## src/hw/umf_pkg.sv

```systemverilog
`default_nettype none
package umf_pkg;
   // Register word offsets (byte address = 4 * index)
   localparam logic [3:0] ADDR_RX_TX = 4'h0;
   localparam logic [3:0] ADDR_IER = 4'h1;
   localparam logic [3:0] ADDR_IID_FCR = 4'h2;
   localparam logic [3:0] ADDR_LINE_CTRL = 4'h3;
   localparam logic [3:0] ADDR_MCR = 4'h4;
   localparam logic [3:0] ADDR_LSR = 4'h5;
   localparam logic [3:0] ADDR_MSR = 4'h6;
   localparam logic [3:0] ADDR_SCR = 4'h7;
   localparam logic [3:0] ADDR_DIV_LO = 4'h8;
   localparam logic [3:0] ADDR_DIV_HI = 4'h9;
   localparam logic [3:0] ADDR_SPEED = 4'hA;
   localparam logic [3:0] ADDR_EVENT = 4'hB;
   // Field positions
   localparam int MCR_DTR = 0;
   localparam int MCR_RTS = 1;
   localparam int MCR_RING = 2;
   localparam int MCR_IRQ_EN = 3;
   localparam int MCR_LOOP = 4;
   localparam int FCR_EN = 0;
   localparam int FCR_RX_RST = 1;
   localparam int FCR_TX_RST = 2;
   localparam int FCR_DMA = 3;
   localparam int FCR_TRIG_LO = 6;
   localparam int IER_RX = 0;
   localparam int IER_TX = 1;
   localparam int IER_LS = 2;
   localparam int IER_MS = 3;
   localparam int SPEED_HI0 = 6;
   localparam int SPEED_HI1 = 7;
   // Reset values
   localparam logic [7:0] RST_BYTE = 8'h00;
   localparam logic [15:0] RST_DIV = 16'h0001;
   // Trigger levels
   localparam logic [4:0] TRIG_1 = 5'h01;
   localparam logic [4:0] TRIG_4 = 5'h04;
   localparam logic [4:0] TRIG_8 = 5'h08;
   localparam logic [4:0] TRIG_14 = 5'h0E;
   localparam logic [4:0] FIFO_DEPTH = 5'h10;
   // Timing: 24 MHz source over 13 gives 1.8461 MHz; 4 characters of 10 bits each
   localparam int SRC_CLK_HZ = 24000000;
   localparam logic [3:0] PREDIV = 4'hC; // 13 minus one
   localparam logic [5:0] TIMEOUT_BITS = 6'h28;
   localparam int BUS_HZ = 20000000;
   // Interrupt identification codes
   localparam logic [3:0] IID_NONE = 4'h1;
   localparam logic [3:0] IID_LS = 4'h6;
   localparam logic [3:0] IID_RX = 4'h4;
   localparam logic [3:0] IID_TMO = 4'hC;
   localparam logic [3:0] IID_TX = 4'h2;
   localparam logic [3:0] IID_MS = 4'h0;
   // Modem input pins, active low
   typedef struct packed {
      logic dcd_n;
      logic ri_n;
      logic dsr_n;
      logic cts_n;
   } umf_modem_in_s;
   // Receive path events from the serial shifter
   typedef struct packed {
      logic rx_byte;
      logic overrun;
      logic parity;
      logic framing;
      logic brk;
   } umf_rx_evt_s;
endpackage : umf_pkg
`default_nettype wire

```

## src/hw/umf_uart_ctrl.sv

```systemverilog
// Operation
// - Loopback routes control bits to status inputs
// - Control bit 3 gates interrupt output
// - Control bit 2 only feeds loopback ring
// - RTS and DTR pins driven inverted
// - Status high nibble shows inverted inputs
// - Carrier, ready, clear deltas latch changes
// - Ring delta on low-to-high ring line
// - FIFO bits 7:6 pick trigger level
// - DMA mode 1 with bit 3 and enable
// - FIFO reset bits self clear
// - FIFO control bit 0 enables FIFO mode
// - Identification bits 7:6 show FIFO mode
// - Identification encodes highest pending source
// - Line status interrupt cleared by read
// - Receive data interrupt follows trigger level
// - Receive timeout after four character times
// - Transmit empty cleared by write or identification read
// - Modem interrupt from change flags, cleared by read
// - Four enable bits gate five sources (timeout shares receive enable), upper zero
// - Prediv 24 MHz, then 16-bit divisor
// - High-speed mode skips pre-divider
// - Scratch register read/write
// - Loopback forces output high, pins inactive
// - Error flags clear on line status read
//
// Our own choices: register access over Avalon-MM and the register addresses.
`default_nettype none
module umf_uart_ctrl (
   input wire logic sys_clk_i,
   input wire logic reset_n_i,
   input wire logic [3:0] avs_address_i,
   input wire logic avs_read_i,
   input wire logic avs_write_i,
   input wire logic [31:0] avs_writedata_i,
   input wire logic [3:0] avs_byteenable_i,
   output logic [31:0] avs_readdata_o,
   output logic avs_waitrequest_o,
   input wire umf_pkg::umf_modem_in_s modem_in_i,
   input wire logic serial_input_i,
   input wire logic tx_serial_i,
   input wire umf_pkg::umf_rx_evt_s rx_evt_i,
   input wire logic [7:0] rx_byte_data_i,
   input wire logic tx_byte_taken_i,
   input wire logic src_clk_i,
   output logic rts_n_o,
   output logic dtr_n_o,
   output logic serial_output_o,
   output logic rx_serial_o,
   output logic baud16_tick_o,
   output logic dma_mode1_o,
   output logic [7:0] tx_byte_data_o,
   output logic tx_byte_valid_o,
   output logic irq_o
);
   // Registered state
   logic [7:0] mcr_r, mcr_nxt;
   logic [7:0] ier_r, ier_nxt;
   logic [7:0] fcr_r, fcr_nxt;
   logic [7:0] scr_r, scr_nxt;
   logic [7:0] spd_r, spd_nxt;
   logic [15:0] div_r, div_nxt;
   logic [15:0] bcnt_r, bcnt_nxt;
   logic [3:0] pcnt_r, pcnt_nxt;
   logic [3:0] delta_r, delta_nxt;
   logic [3:0] mprev_r, mprev_nxt;
   logic [3:0] err_r, err_nxt;
   logic [4:0] rxcnt_r, rxcnt_nxt;
   logic [7:0] rxhold_r, rxhold_nxt;
   logic [7:0] txd_r, txd_nxt;
   logic txv_r, txv_nxt;
   logic thre_r, thre_nxt;
   logic tick_r, tick_nxt;
   logic ack_r, ack_nxt;
   logic [31:0] rdata_r, rdata_nxt;
   logic [3:0] t16_r, t16_nxt;
   logic [5:0] tmo_r, tmo_nxt;
   logic tmo_flag_r, tmo_flag_nxt;
   // Pin synchroniser stages
   logic [3:0] msync1_r, msync2_r;
   logic sin1_r, sin2_r;
   logic src1_r, src2_r, src3_r;
   // Combinational helpers
   logic loop, fifo_en, wr, rd, src_edge, hs_mode;
   logic [3:0] mstat;
   logic [3:0] iid;
   logic [4:0] trig;
   logic p_ls, p_rx, p_tmo, p_tx, p_ms;
   logic [7:0] wb;

   // Trigger level decode
   function automatic logic [4:0] trig_level(input logic [1:0] sel);
      unique case (sel)
         2'h0: trig_level = umf_pkg::TRIG_1;
         2'h1: trig_level = umf_pkg::TRIG_4;
         2'h2: trig_level = umf_pkg::TRIG_8;
         default: trig_level = umf_pkg::TRIG_14;
      endcase
   endfunction : trig_level

   // Pin synchronisers, two stages each; the source clock has a third stage for edge detect
   always_ff @(posedge sys_clk_i or negedge reset_n_i) begin
      if (!reset_n_i) begin
         msync1_r <= 4'hF;
         msync2_r <= 4'hF;
         sin1_r <= 1'h1;
         sin2_r <= 1'h1;
         src1_r <= 1'h0;
         src2_r <= 1'h0;
         src3_r <= 1'h0;
      end else begin
         msync1_r <= modem_in_i;
         msync2_r <= msync1_r;
         sin1_r <= serial_input_i;
         sin2_r <= sin1_r;
         src1_r <= src_clk_i;
         src2_r <= src1_r;
         src3_r <= src2_r;
      end
   end

   // Decode and status views
   always_comb begin
      loop = mcr_r[umf_pkg::MCR_LOOP];
      fifo_en = fcr_r[umf_pkg::FCR_EN];
      wr = avs_write_i && !ack_r;
      rd = avs_read_i && !ack_r;
      wb = avs_writedata_i[7:0];
      src_edge = src2_r && !src3_r;
      hs_mode = spd_r[umf_pkg::SPEED_HI0] && spd_r[umf_pkg::SPEED_HI1];
      // DCD, RI, DSR, CTS active high
      if (loop) begin
         mstat = {mcr_r[umf_pkg::MCR_IRQ_EN], mcr_r[umf_pkg::MCR_RING],
                  mcr_r[umf_pkg::MCR_DTR], mcr_r[umf_pkg::MCR_RTS]};
      end else begin
         mstat = ~msync2_r;
      end
      // Receive trigger level, one byte outside FIFO mode
      trig = fifo_en ? trig_level(fcr_r[7:umf_pkg::FCR_TRIG_LO]) : umf_pkg::TRIG_1;
      // Pending sources, each gated by its enable
      p_ls = ier_r[umf_pkg::IER_LS] && (err_r != 4'h0);
      p_rx = ier_r[umf_pkg::IER_RX] && (rxcnt_r >= trig) && (rxcnt_r != 5'h00);
      p_tmo = ier_r[umf_pkg::IER_RX] && fifo_en && tmo_flag_r;
      p_tx = ier_r[umf_pkg::IER_TX] && thre_r;
      p_ms = ier_r[umf_pkg::IER_MS] && (delta_r != 4'h0);
      // Priority encode
      if (p_ls) begin
         iid = umf_pkg::IID_LS;
      end else if (p_rx) begin
         iid = umf_pkg::IID_RX;
      end else if (p_tmo) begin
         iid = umf_pkg::IID_TMO;
      end else if (p_tx) begin
         iid = umf_pkg::IID_TX;
      end else if (p_ms) begin
         iid = umf_pkg::IID_MS;
      end else begin
         iid = umf_pkg::IID_NONE;
      end
   end

   // Register file, flags and counters next state
   always_comb begin
      mcr_nxt = mcr_r;
      ier_nxt = ier_r;
      fcr_nxt = fcr_r;
      fcr_nxt[umf_pkg::FCR_RX_RST] = 1'b0;
      fcr_nxt[umf_pkg::FCR_TX_RST] = 1'b0;
      scr_nxt = scr_r;
      spd_nxt = spd_r;
      div_nxt = div_r;
      txd_nxt = txd_r;
      txv_nxt = txv_r && !tx_byte_taken_i;
      thre_nxt = thre_r || tx_byte_taken_i;
      rxhold_nxt = rxhold_r;
      rxcnt_nxt = rxcnt_r;
      err_nxt = err_r;
      mprev_nxt = mstat;
      delta_nxt = delta_r;
      tmo_nxt = tmo_r;
      tmo_flag_nxt = tmo_flag_r;
      rdata_nxt = 32'h0000_0000;
      ack_nxt = (avs_read_i || avs_write_i) && !ack_r;
      // Bus read effects clear first, so hardware sets below win
      if (rd) begin
         unique case (avs_address_i)
            umf_pkg::ADDR_RX_TX: begin
               rdata_nxt[7:0] = rxhold_r;
               if (rxcnt_r != 5'h00) begin
                  rxcnt_nxt = rxcnt_r - 5'h01;
               end
               tmo_flag_nxt = 1'b0;
               tmo_nxt = 6'h00;
            end
            umf_pkg::ADDR_IER: rdata_nxt[7:0] = {4'h0, ier_r[3:0]};
            umf_pkg::ADDR_IID_FCR: begin
               rdata_nxt[7:0] = {fifo_en, fifo_en, 2'h0, iid};
               if (iid == umf_pkg::IID_TX) begin
                  thre_nxt = 1'b0;
               end
            end
            umf_pkg::ADDR_MCR: rdata_nxt[7:0] = {3'h0, mcr_r[4:0]};
            umf_pkg::ADDR_LSR: begin
               rdata_nxt[7:0] = {1'b0, 1'b0, thre_r, err_r, rxcnt_r != 5'h00};
               err_nxt = 4'h0;
            end
            umf_pkg::ADDR_MSR: begin
               rdata_nxt[7:0] = {mstat, delta_r};
               delta_nxt = 4'h0;
            end
            umf_pkg::ADDR_SCR: rdata_nxt[7:0] = scr_r;
            umf_pkg::ADDR_DIV_LO: rdata_nxt[7:0] = div_r[7:0];
            umf_pkg::ADDR_DIV_HI: rdata_nxt[7:0] = div_r[15:8];
            umf_pkg::ADDR_SPEED: rdata_nxt[7:0] = spd_r;
            umf_pkg::ADDR_EVENT: rdata_nxt[7:0] = {3'h0, rxcnt_r};
            default: rdata_nxt = 32'h0000_0000;
         endcase
      end
      // Bus write effects
      if (wr && avs_byteenable_i[0]) begin
         unique case (avs_address_i)
            umf_pkg::ADDR_RX_TX: begin
               txd_nxt = wb;
               txv_nxt = 1'b1;
               thre_nxt = 1'b0;
            end
            umf_pkg::ADDR_IER: ier_nxt = {4'h0, wb[3:0]};
            umf_pkg::ADDR_IID_FCR: begin
               fcr_nxt = wb;
               fcr_nxt[5:4] = 2'h0;
               if (wb[umf_pkg::FCR_RX_RST]) begin
                  rxcnt_nxt = 5'h00;
                  tmo_flag_nxt = 1'b0;
               end
               if (wb[umf_pkg::FCR_TX_RST]) begin
                  txv_nxt = 1'b0;
                  thre_nxt = 1'b1;
               end
            end
            umf_pkg::ADDR_MCR: mcr_nxt = {3'h0, wb[4:0]};
            umf_pkg::ADDR_SCR: scr_nxt = wb;
            umf_pkg::ADDR_DIV_LO: div_nxt[7:0] = wb;
            umf_pkg::ADDR_DIV_HI: div_nxt[15:8] = wb;
            umf_pkg::ADDR_SPEED: spd_nxt = wb;
            default: mcr_nxt = mcr_r;
         endcase
      end
      // Hardware set events win over clears
      if (rx_evt_i.rx_byte) begin
         rxhold_nxt = rx_byte_data_i;
         if (rxcnt_r < (fifo_en ? umf_pkg::FIFO_DEPTH : 5'h01)) begin
            rxcnt_nxt = rxcnt_nxt + 5'h01;
         end
         tmo_nxt = 6'h00;
      end
      err_nxt = err_nxt | {rx_evt_i.brk, rx_evt_i.framing, rx_evt_i.parity, rx_evt_i.overrun};
      // DCD, DSR, CTS any change; RI low-to-high of the ring line
      delta_nxt[3] = delta_nxt[3] | (mstat[3] ^ mprev_r[3]);
      delta_nxt[1] = delta_nxt[1] | (mstat[1] ^ mprev_r[1]);
      delta_nxt[0] = delta_nxt[0] | (mstat[0] ^ mprev_r[0]);
      delta_nxt[2] = delta_nxt[2] | (!mstat[2] && mprev_r[2]);
      // Character timeout counted in bit times
      if (tick_r && fifo_en && (rxcnt_r != 5'h00) && !rx_evt_i.rx_byte && !rd) begin
         t16_nxt = t16_r + 4'h1;
         if (t16_r == 4'hF) begin
            if (tmo_r == umf_pkg::TIMEOUT_BITS - 6'h01) begin
               tmo_flag_nxt = 1'b1;
            end else begin
               tmo_nxt = tmo_r + 6'h01;
            end
         end
      end else begin
         t16_nxt = t16_r;
      end
   end

   // Baud generator: prescale edge then divisor
   always_comb begin
      pcnt_nxt = pcnt_r;
      bcnt_nxt = bcnt_r;
      tick_nxt = 1'b0;
      // One step per pre-divided source edge
      if (src_edge) begin
         if (!hs_mode && pcnt_r != umf_pkg::PREDIV) begin
            pcnt_nxt = pcnt_r + 4'h1;
         end else begin
            pcnt_nxt = 4'h0;
            if (bcnt_r + 16'h0001 >= div_r) begin
               bcnt_nxt = 16'h0000;
               tick_nxt = 1'b1;
            end else begin
               bcnt_nxt = bcnt_r + 16'h0001;
            end
         end
      end
   end

   // State registers
   always_ff @(posedge sys_clk_i or negedge reset_n_i) begin
      if (!reset_n_i) begin
         // Register file
         mcr_r <= umf_pkg::RST_BYTE;
         ier_r <= umf_pkg::RST_BYTE;
         fcr_r <= umf_pkg::RST_BYTE;
         scr_r <= umf_pkg::RST_BYTE;
         spd_r <= umf_pkg::RST_BYTE;
         div_r <= umf_pkg::RST_DIV;
         bcnt_r <= 16'h0000;
         pcnt_r <= 4'h0;
         // Status flags and receive state
         delta_r <= 4'h0;
         mprev_r <= 4'h0;
         err_r <= 4'h0;
         rxcnt_r <= 5'h00;
         rxhold_r <= 8'h00;
         txd_r <= 8'h00;
         txv_r <= 1'b0;
         thre_r <= 1'b1;
         // Bus answer and timing
         tick_r <= 1'b0;
         ack_r <= 1'b0;
         rdata_r <= 32'h0000_0000;
         t16_r <= 4'h0;
         tmo_r <= 6'h00;
         tmo_flag_r <= 1'b0;
      end else begin
         // Register file
         mcr_r <= mcr_nxt;
         ier_r <= ier_nxt;
         fcr_r <= fcr_nxt;
         scr_r <= scr_nxt;
         spd_r <= spd_nxt;
         div_r <= div_nxt;
         bcnt_r <= bcnt_nxt;
         pcnt_r <= pcnt_nxt;
         // Status flags and receive state
         delta_r <= delta_nxt;
         mprev_r <= mprev_nxt;
         err_r <= err_nxt;
         rxcnt_r <= rxcnt_nxt;
         rxhold_r <= rxhold_nxt;
         txd_r <= txd_nxt;
         txv_r <= txv_nxt;
         thre_r <= thre_nxt;
         // Bus answer and timing
         tick_r <= tick_nxt;
         ack_r <= ack_nxt;
         rdata_r <= rdata_nxt;
         t16_r <= t16_nxt;
         tmo_r <= tmo_nxt;
         tmo_flag_r <= tmo_flag_nxt;
      end
   end

   // Outputs
   always_comb begin
      // Bus answer, one wait cycle per request
      avs_waitrequest_o = (avs_read_i || avs_write_i) && !ack_r;
      avs_readdata_o = rdata_r;
      // Modem and serial pins
      rts_n_o = loop ? 1'b1 : ~mcr_r[umf_pkg::MCR_RTS];
      dtr_n_o = loop ? 1'b1 : ~mcr_r[umf_pkg::MCR_DTR];
      serial_output_o = loop ? 1'b1 : tx_serial_i;
      rx_serial_o = loop ? tx_serial_i : sin2_r;
      // Shifter, baud and interrupt outputs
      baud16_tick_o = tick_r;
      dma_mode1_o = fcr_r[umf_pkg::FCR_DMA] && fifo_en;
      tx_byte_data_o = txd_r;
      tx_byte_valid_o = txv_r;
      irq_o = mcr_r[umf_pkg::MCR_IRQ_EN] && (iid != umf_pkg::IID_NONE);
   end
endmodule : umf_uart_ctrl
`default_nettype wire

```

## config.mk

```make
export PLATFORM = sky130hd
export DESIGN_NAME = umf_uart_ctrl
export DESIGN_NICKNAME = d
export VERILOG_FILES = /design/src/hw/umf_pkg.sv /design/src/hw/umf_uart_ctrl.sv
export SDC_FILE = /design/constraint.sdc
export NUM_CORES = 1
export LEC_CHECK = 0
export ABC_AREA = 1
export BUFFER_PORTS_ARGS = -buffer_cell sky130_fd_sc_hd__buf_4
export CAP_MARGIN = 20
export CORE_MARGIN = 10
export CORE_UTILIZATION = 60
export DETAILED_ROUTE_END_ITERATION = 10
export GPL_TIMING_DRIVEN = 0
export MAX_ROUTING_LAYER = met4
export PLACE_DENSITY = 0.84
export RECOVER_POWER = 100
export SLEW_MARGIN = 20
export SYNTH_ARGS = -nofsm -noshare
export SYNTH_HDL_FRONTEND = slang
export SYNTH_SLANG_ARGS = --single-unit
```

## constraint.sdc

```tcl
create_clock -name sys_clk_i -period 3.85 [get_ports sys_clk_i]
set_input_delay 0.385 -clock sys_clk_i [delete_from_list [all_inputs] [get_ports sys_clk_i]]
set_output_delay 0.385 -clock sys_clk_i [all_outputs]
set_load 0.05 [all_outputs]
```

==> results.md <==
- Status: finished, violations left
- Failing checks: capacitance limit, slew limit
- Avg Cell Area, Syn: 8.21 um2
- I/O pin cnt: 114
- CP Class: reg -> out
- Commonest cells after routing, fill and taps aside: 240 x nand2_1, 122 x dfrtp_1, 115 x inv_1, 97 x o21ai_0, 52 x buf_4
- Most common cell after layout, fill and taps aside: nand2_1
- Slew HR: -0.683
- Cell row count: 39
- Synth Register Bits: 134
- H-tree depth: 4
- IO buf count: 62
- CTS Root Cell: clkbuf_16
- RSZ-0062 raised after global routing: false
- Share of layout cells above drive strength 1: 0.131
- Max Buffers Root-to-Sink: 2
- Setup violators final: 0
- Chip width: 129 um
- Maximum fanout along the worst path: 8
- Pint: 0.00295 W
- Comb power frac: 0.227
- Setup TNS: 0 ps
- Final Wtd Congestion: 0.999
- Min Tclk post-route: 3070 ps
- Crit-path most repeated cell: nand2_1
- Type of the tightest min-delay check: in -> reg
- Largest net degree at the start of global routing: 90
- Num CTS Buffers: 17
- Maximum VDD drop: 0.000395 V
- Fillcell total: 908
- Post-synth top area cell: dfrtp_1
- Initial Util: 0.620
- Post-CTS resize count: 0
- Clock power frac: 0.375
- Number of library cell types mapped by synthesis: 46
- Area of the multi-input gates: 0.00307 mm2
- Power share of the sequential group: 0.398
- WP data required: 3460 ps
- Switching share of power: 0.319
- Clock Pin Slew Worst Setup and Hold Paths: 50 ps
- Clock skew: 9.95 ps
- Overflow after GRT: 0
- CTS sink cnt: 134
- Hpwl dp: 13,300 um
- Critical path startpoint category: flop
- Maximum clock rate: 325 MHz
- Synthesized cell area: 0.00714 mm2
- Fin nets: 1,069
- Sum of buffers and inverters on the critical path: 4
- Setup crit start: fcr_r[0]
- Vias in the first global route: 5,954
- Global-route wire length before repair: 29,500 um
- CP delay by family, top: buffers and inverters
- Top cell type's share of synthesized area: 0.427
- Dominant synthesized flop cell: dfrtp_1
- Synth Instances: 870
- Switching pwr: 0.00138 W
- Ys Warns: 0
- Power Density: 522 mW/mm2
- Vias per inst: 5.45
- Worst Setup EP: irq_o
- Asr flop ratio synth: 1.00
- Pre-antenna DRT Iters: 6
- Crit. End Element: output port
- Die Area: 0.0167 mm2
- Total GRT Usage: 0.230
- Maxcap violations: 1
- Clk_lat worst skew: 430 ps
- CTS tree: built
- Total wire length: 18,100 um
- Crit. path cell count: 12
- Slowest stage cell on the critical path: clkbuf_1
- ANT nets after route: 0
- Vias: 6,174
- Worst r2r src: bcnt_r[0]
- Reg2reg setup slack: 820 ps
- Leakage: 4.19 nW
- Routed wire length per instance: 16.0 um
- Final Hold Fails: 0
- P&R area growth vs syn: 16.2%
- FF-to-FF path depth: 13
- DRC violations left: 0
- Post-synth EDFFs: 0
- Sequential cell area: 0.00337 mm2
- CP Cell Sequence: clkbuf_1, o21ai_0, ha_1, inv_1, a21boi_0, nand2_1, nand2_1, nand2_1, nand3_1, o21ai_0, inv_1, clkbuf_1
- Reg-to-Reg End: bcnt_r[7]
- Die Y: 129 um
- Initial DRC Count: 598
- Final core utilization: 0.721
- Initial antenna violation count: 1
- Synth area leaders: dfrtp_1 43%, nand2_1 12%, o21ai_0 6.4%
- Final period util: 0.798
- Slew @ Worst Pin: 2520 ps
- WP data arrival: 2690 ps
- Worst path max stage delay: 470 ps
- Seq/Total Area, Yosys: 0.471
- Core area: 0.0115 mm2
- Fin. max-slew vios: 46
-- stage by stage --
step | area, um2 | std cells | power, W | setup WS, ps | hold slack, ps
after global routing | 8300 | 1132 | 0.00455 | 546 | 57.7
final | 8300 | 1132 | 0.00433 | 776 | 71.1
after detailed placement | 7910 | 1099 | 0.00276 | 976 | 300
after global placement | 7880 | 1098 | 0.00272 | 1090 | 333
after CTS | 8510 | 1131 | 0.00439 | 962 | 56.0
after floorplan | 7230 | 893 | 0.00245 | 1550 | 89.4
-- how the worst min path moves through the flow --
stage | start | endpoint | slack [ps] | depth (start not counted)
floorplan | reset_n_i | ack_r | 90 | 0
global placement | src1_r | src2_r | 330 | 0
detailed placement | reset_n_i | ack_r | 300 | 1
CTS | modem_in_i[2] | msync1_r[2] | 60 | 1
global route | modem_in_i[2] | msync1_r[2] | 60 | 1
finish | modem_in_i[3] | msync1_r[3] | 70 | 1
-- registers in the layout (all words and copies together), names as in the netlist, 5 cells and up --
| signal | cells |
|---|---|
| avs_readdata_o | 8 |
| div_r | 16 |
| tmo_r | 6 |
| rxcnt_r | 5 |
| spd_r | 8 |
| rxhold_r | 8 |
| mcr_r | 5 |
| scr_r | 8 |
| tx_byte_data_o | 8 |
| bcnt_r | 16 |
-- timing repair --
| action | 4_1_cts | 5_1_grt |
|---|---|---|
| hold buffers | 1 | 0 |
| hold endpoints to repair | 45 | 0 |
| buffers inserted | 0 | 0 |
-- power by group through the flow --
stage	logic [W]	clock network, W	registers (W)
floorplan	0.000684	0	0.00177
global placement	0.000988	0	0.00174
detailed placement	0.00102	0	0.00174
CTS	0.00103	0.00164	0.00172
global route	0.00112	0.00170	0.00174
finish	0.000983	0.00162	0.00172
-- layer usage --
layer  wire length [um]  up-vias  global-route usage
li1                   -     2965                   -
met1               7840     2912               0.293
met2               8170      252               0.338
met3               1680       45              0.0734
met4                448        0              0.0843
met5                  0        -                   -
-- cell usage after synthesis (12+ instances only) --
cell / count
a21oi_1: 24
buf_4: 24
dfrtp_1: 122
dfstp_2: 12
ha_1: 28
inv_1: 109
nand2_1: 232
nand3_1: 30
nor2_1: 41
o21ai_0: 92
xor2_1: 13
-- kinds of logic after synthesis --
group / after synthesis / share of synthesized area
buffers and inverters: 158 / 0.0972
muxes: 1 / 0.00140
DFF: 134 / 0.471
AOI/OAI and AO/OA: 161 / 0.125
xor gates and xnor gates: 20 / 0.0245
other: 1 / 0.000525
and+or+nand+nor: 367 / 0.231
adders and majority gates: 28 / 0.0490
-- layout make-up --
type | instances | area share
multi-input combinational | 601 | 0.370
inverter | 121 | 0.0550
timing repair buffer | 64 | 0.0479
sequential | 134 | 0.406
tap | 143 | 0.0215
clock inverter | 9 | 0.0155
antenna | 1 | 0.000301
buffer | 37 | 0.0279
clock buffer | 22 | 0.0559
Power figures use the tool's default switching activity.
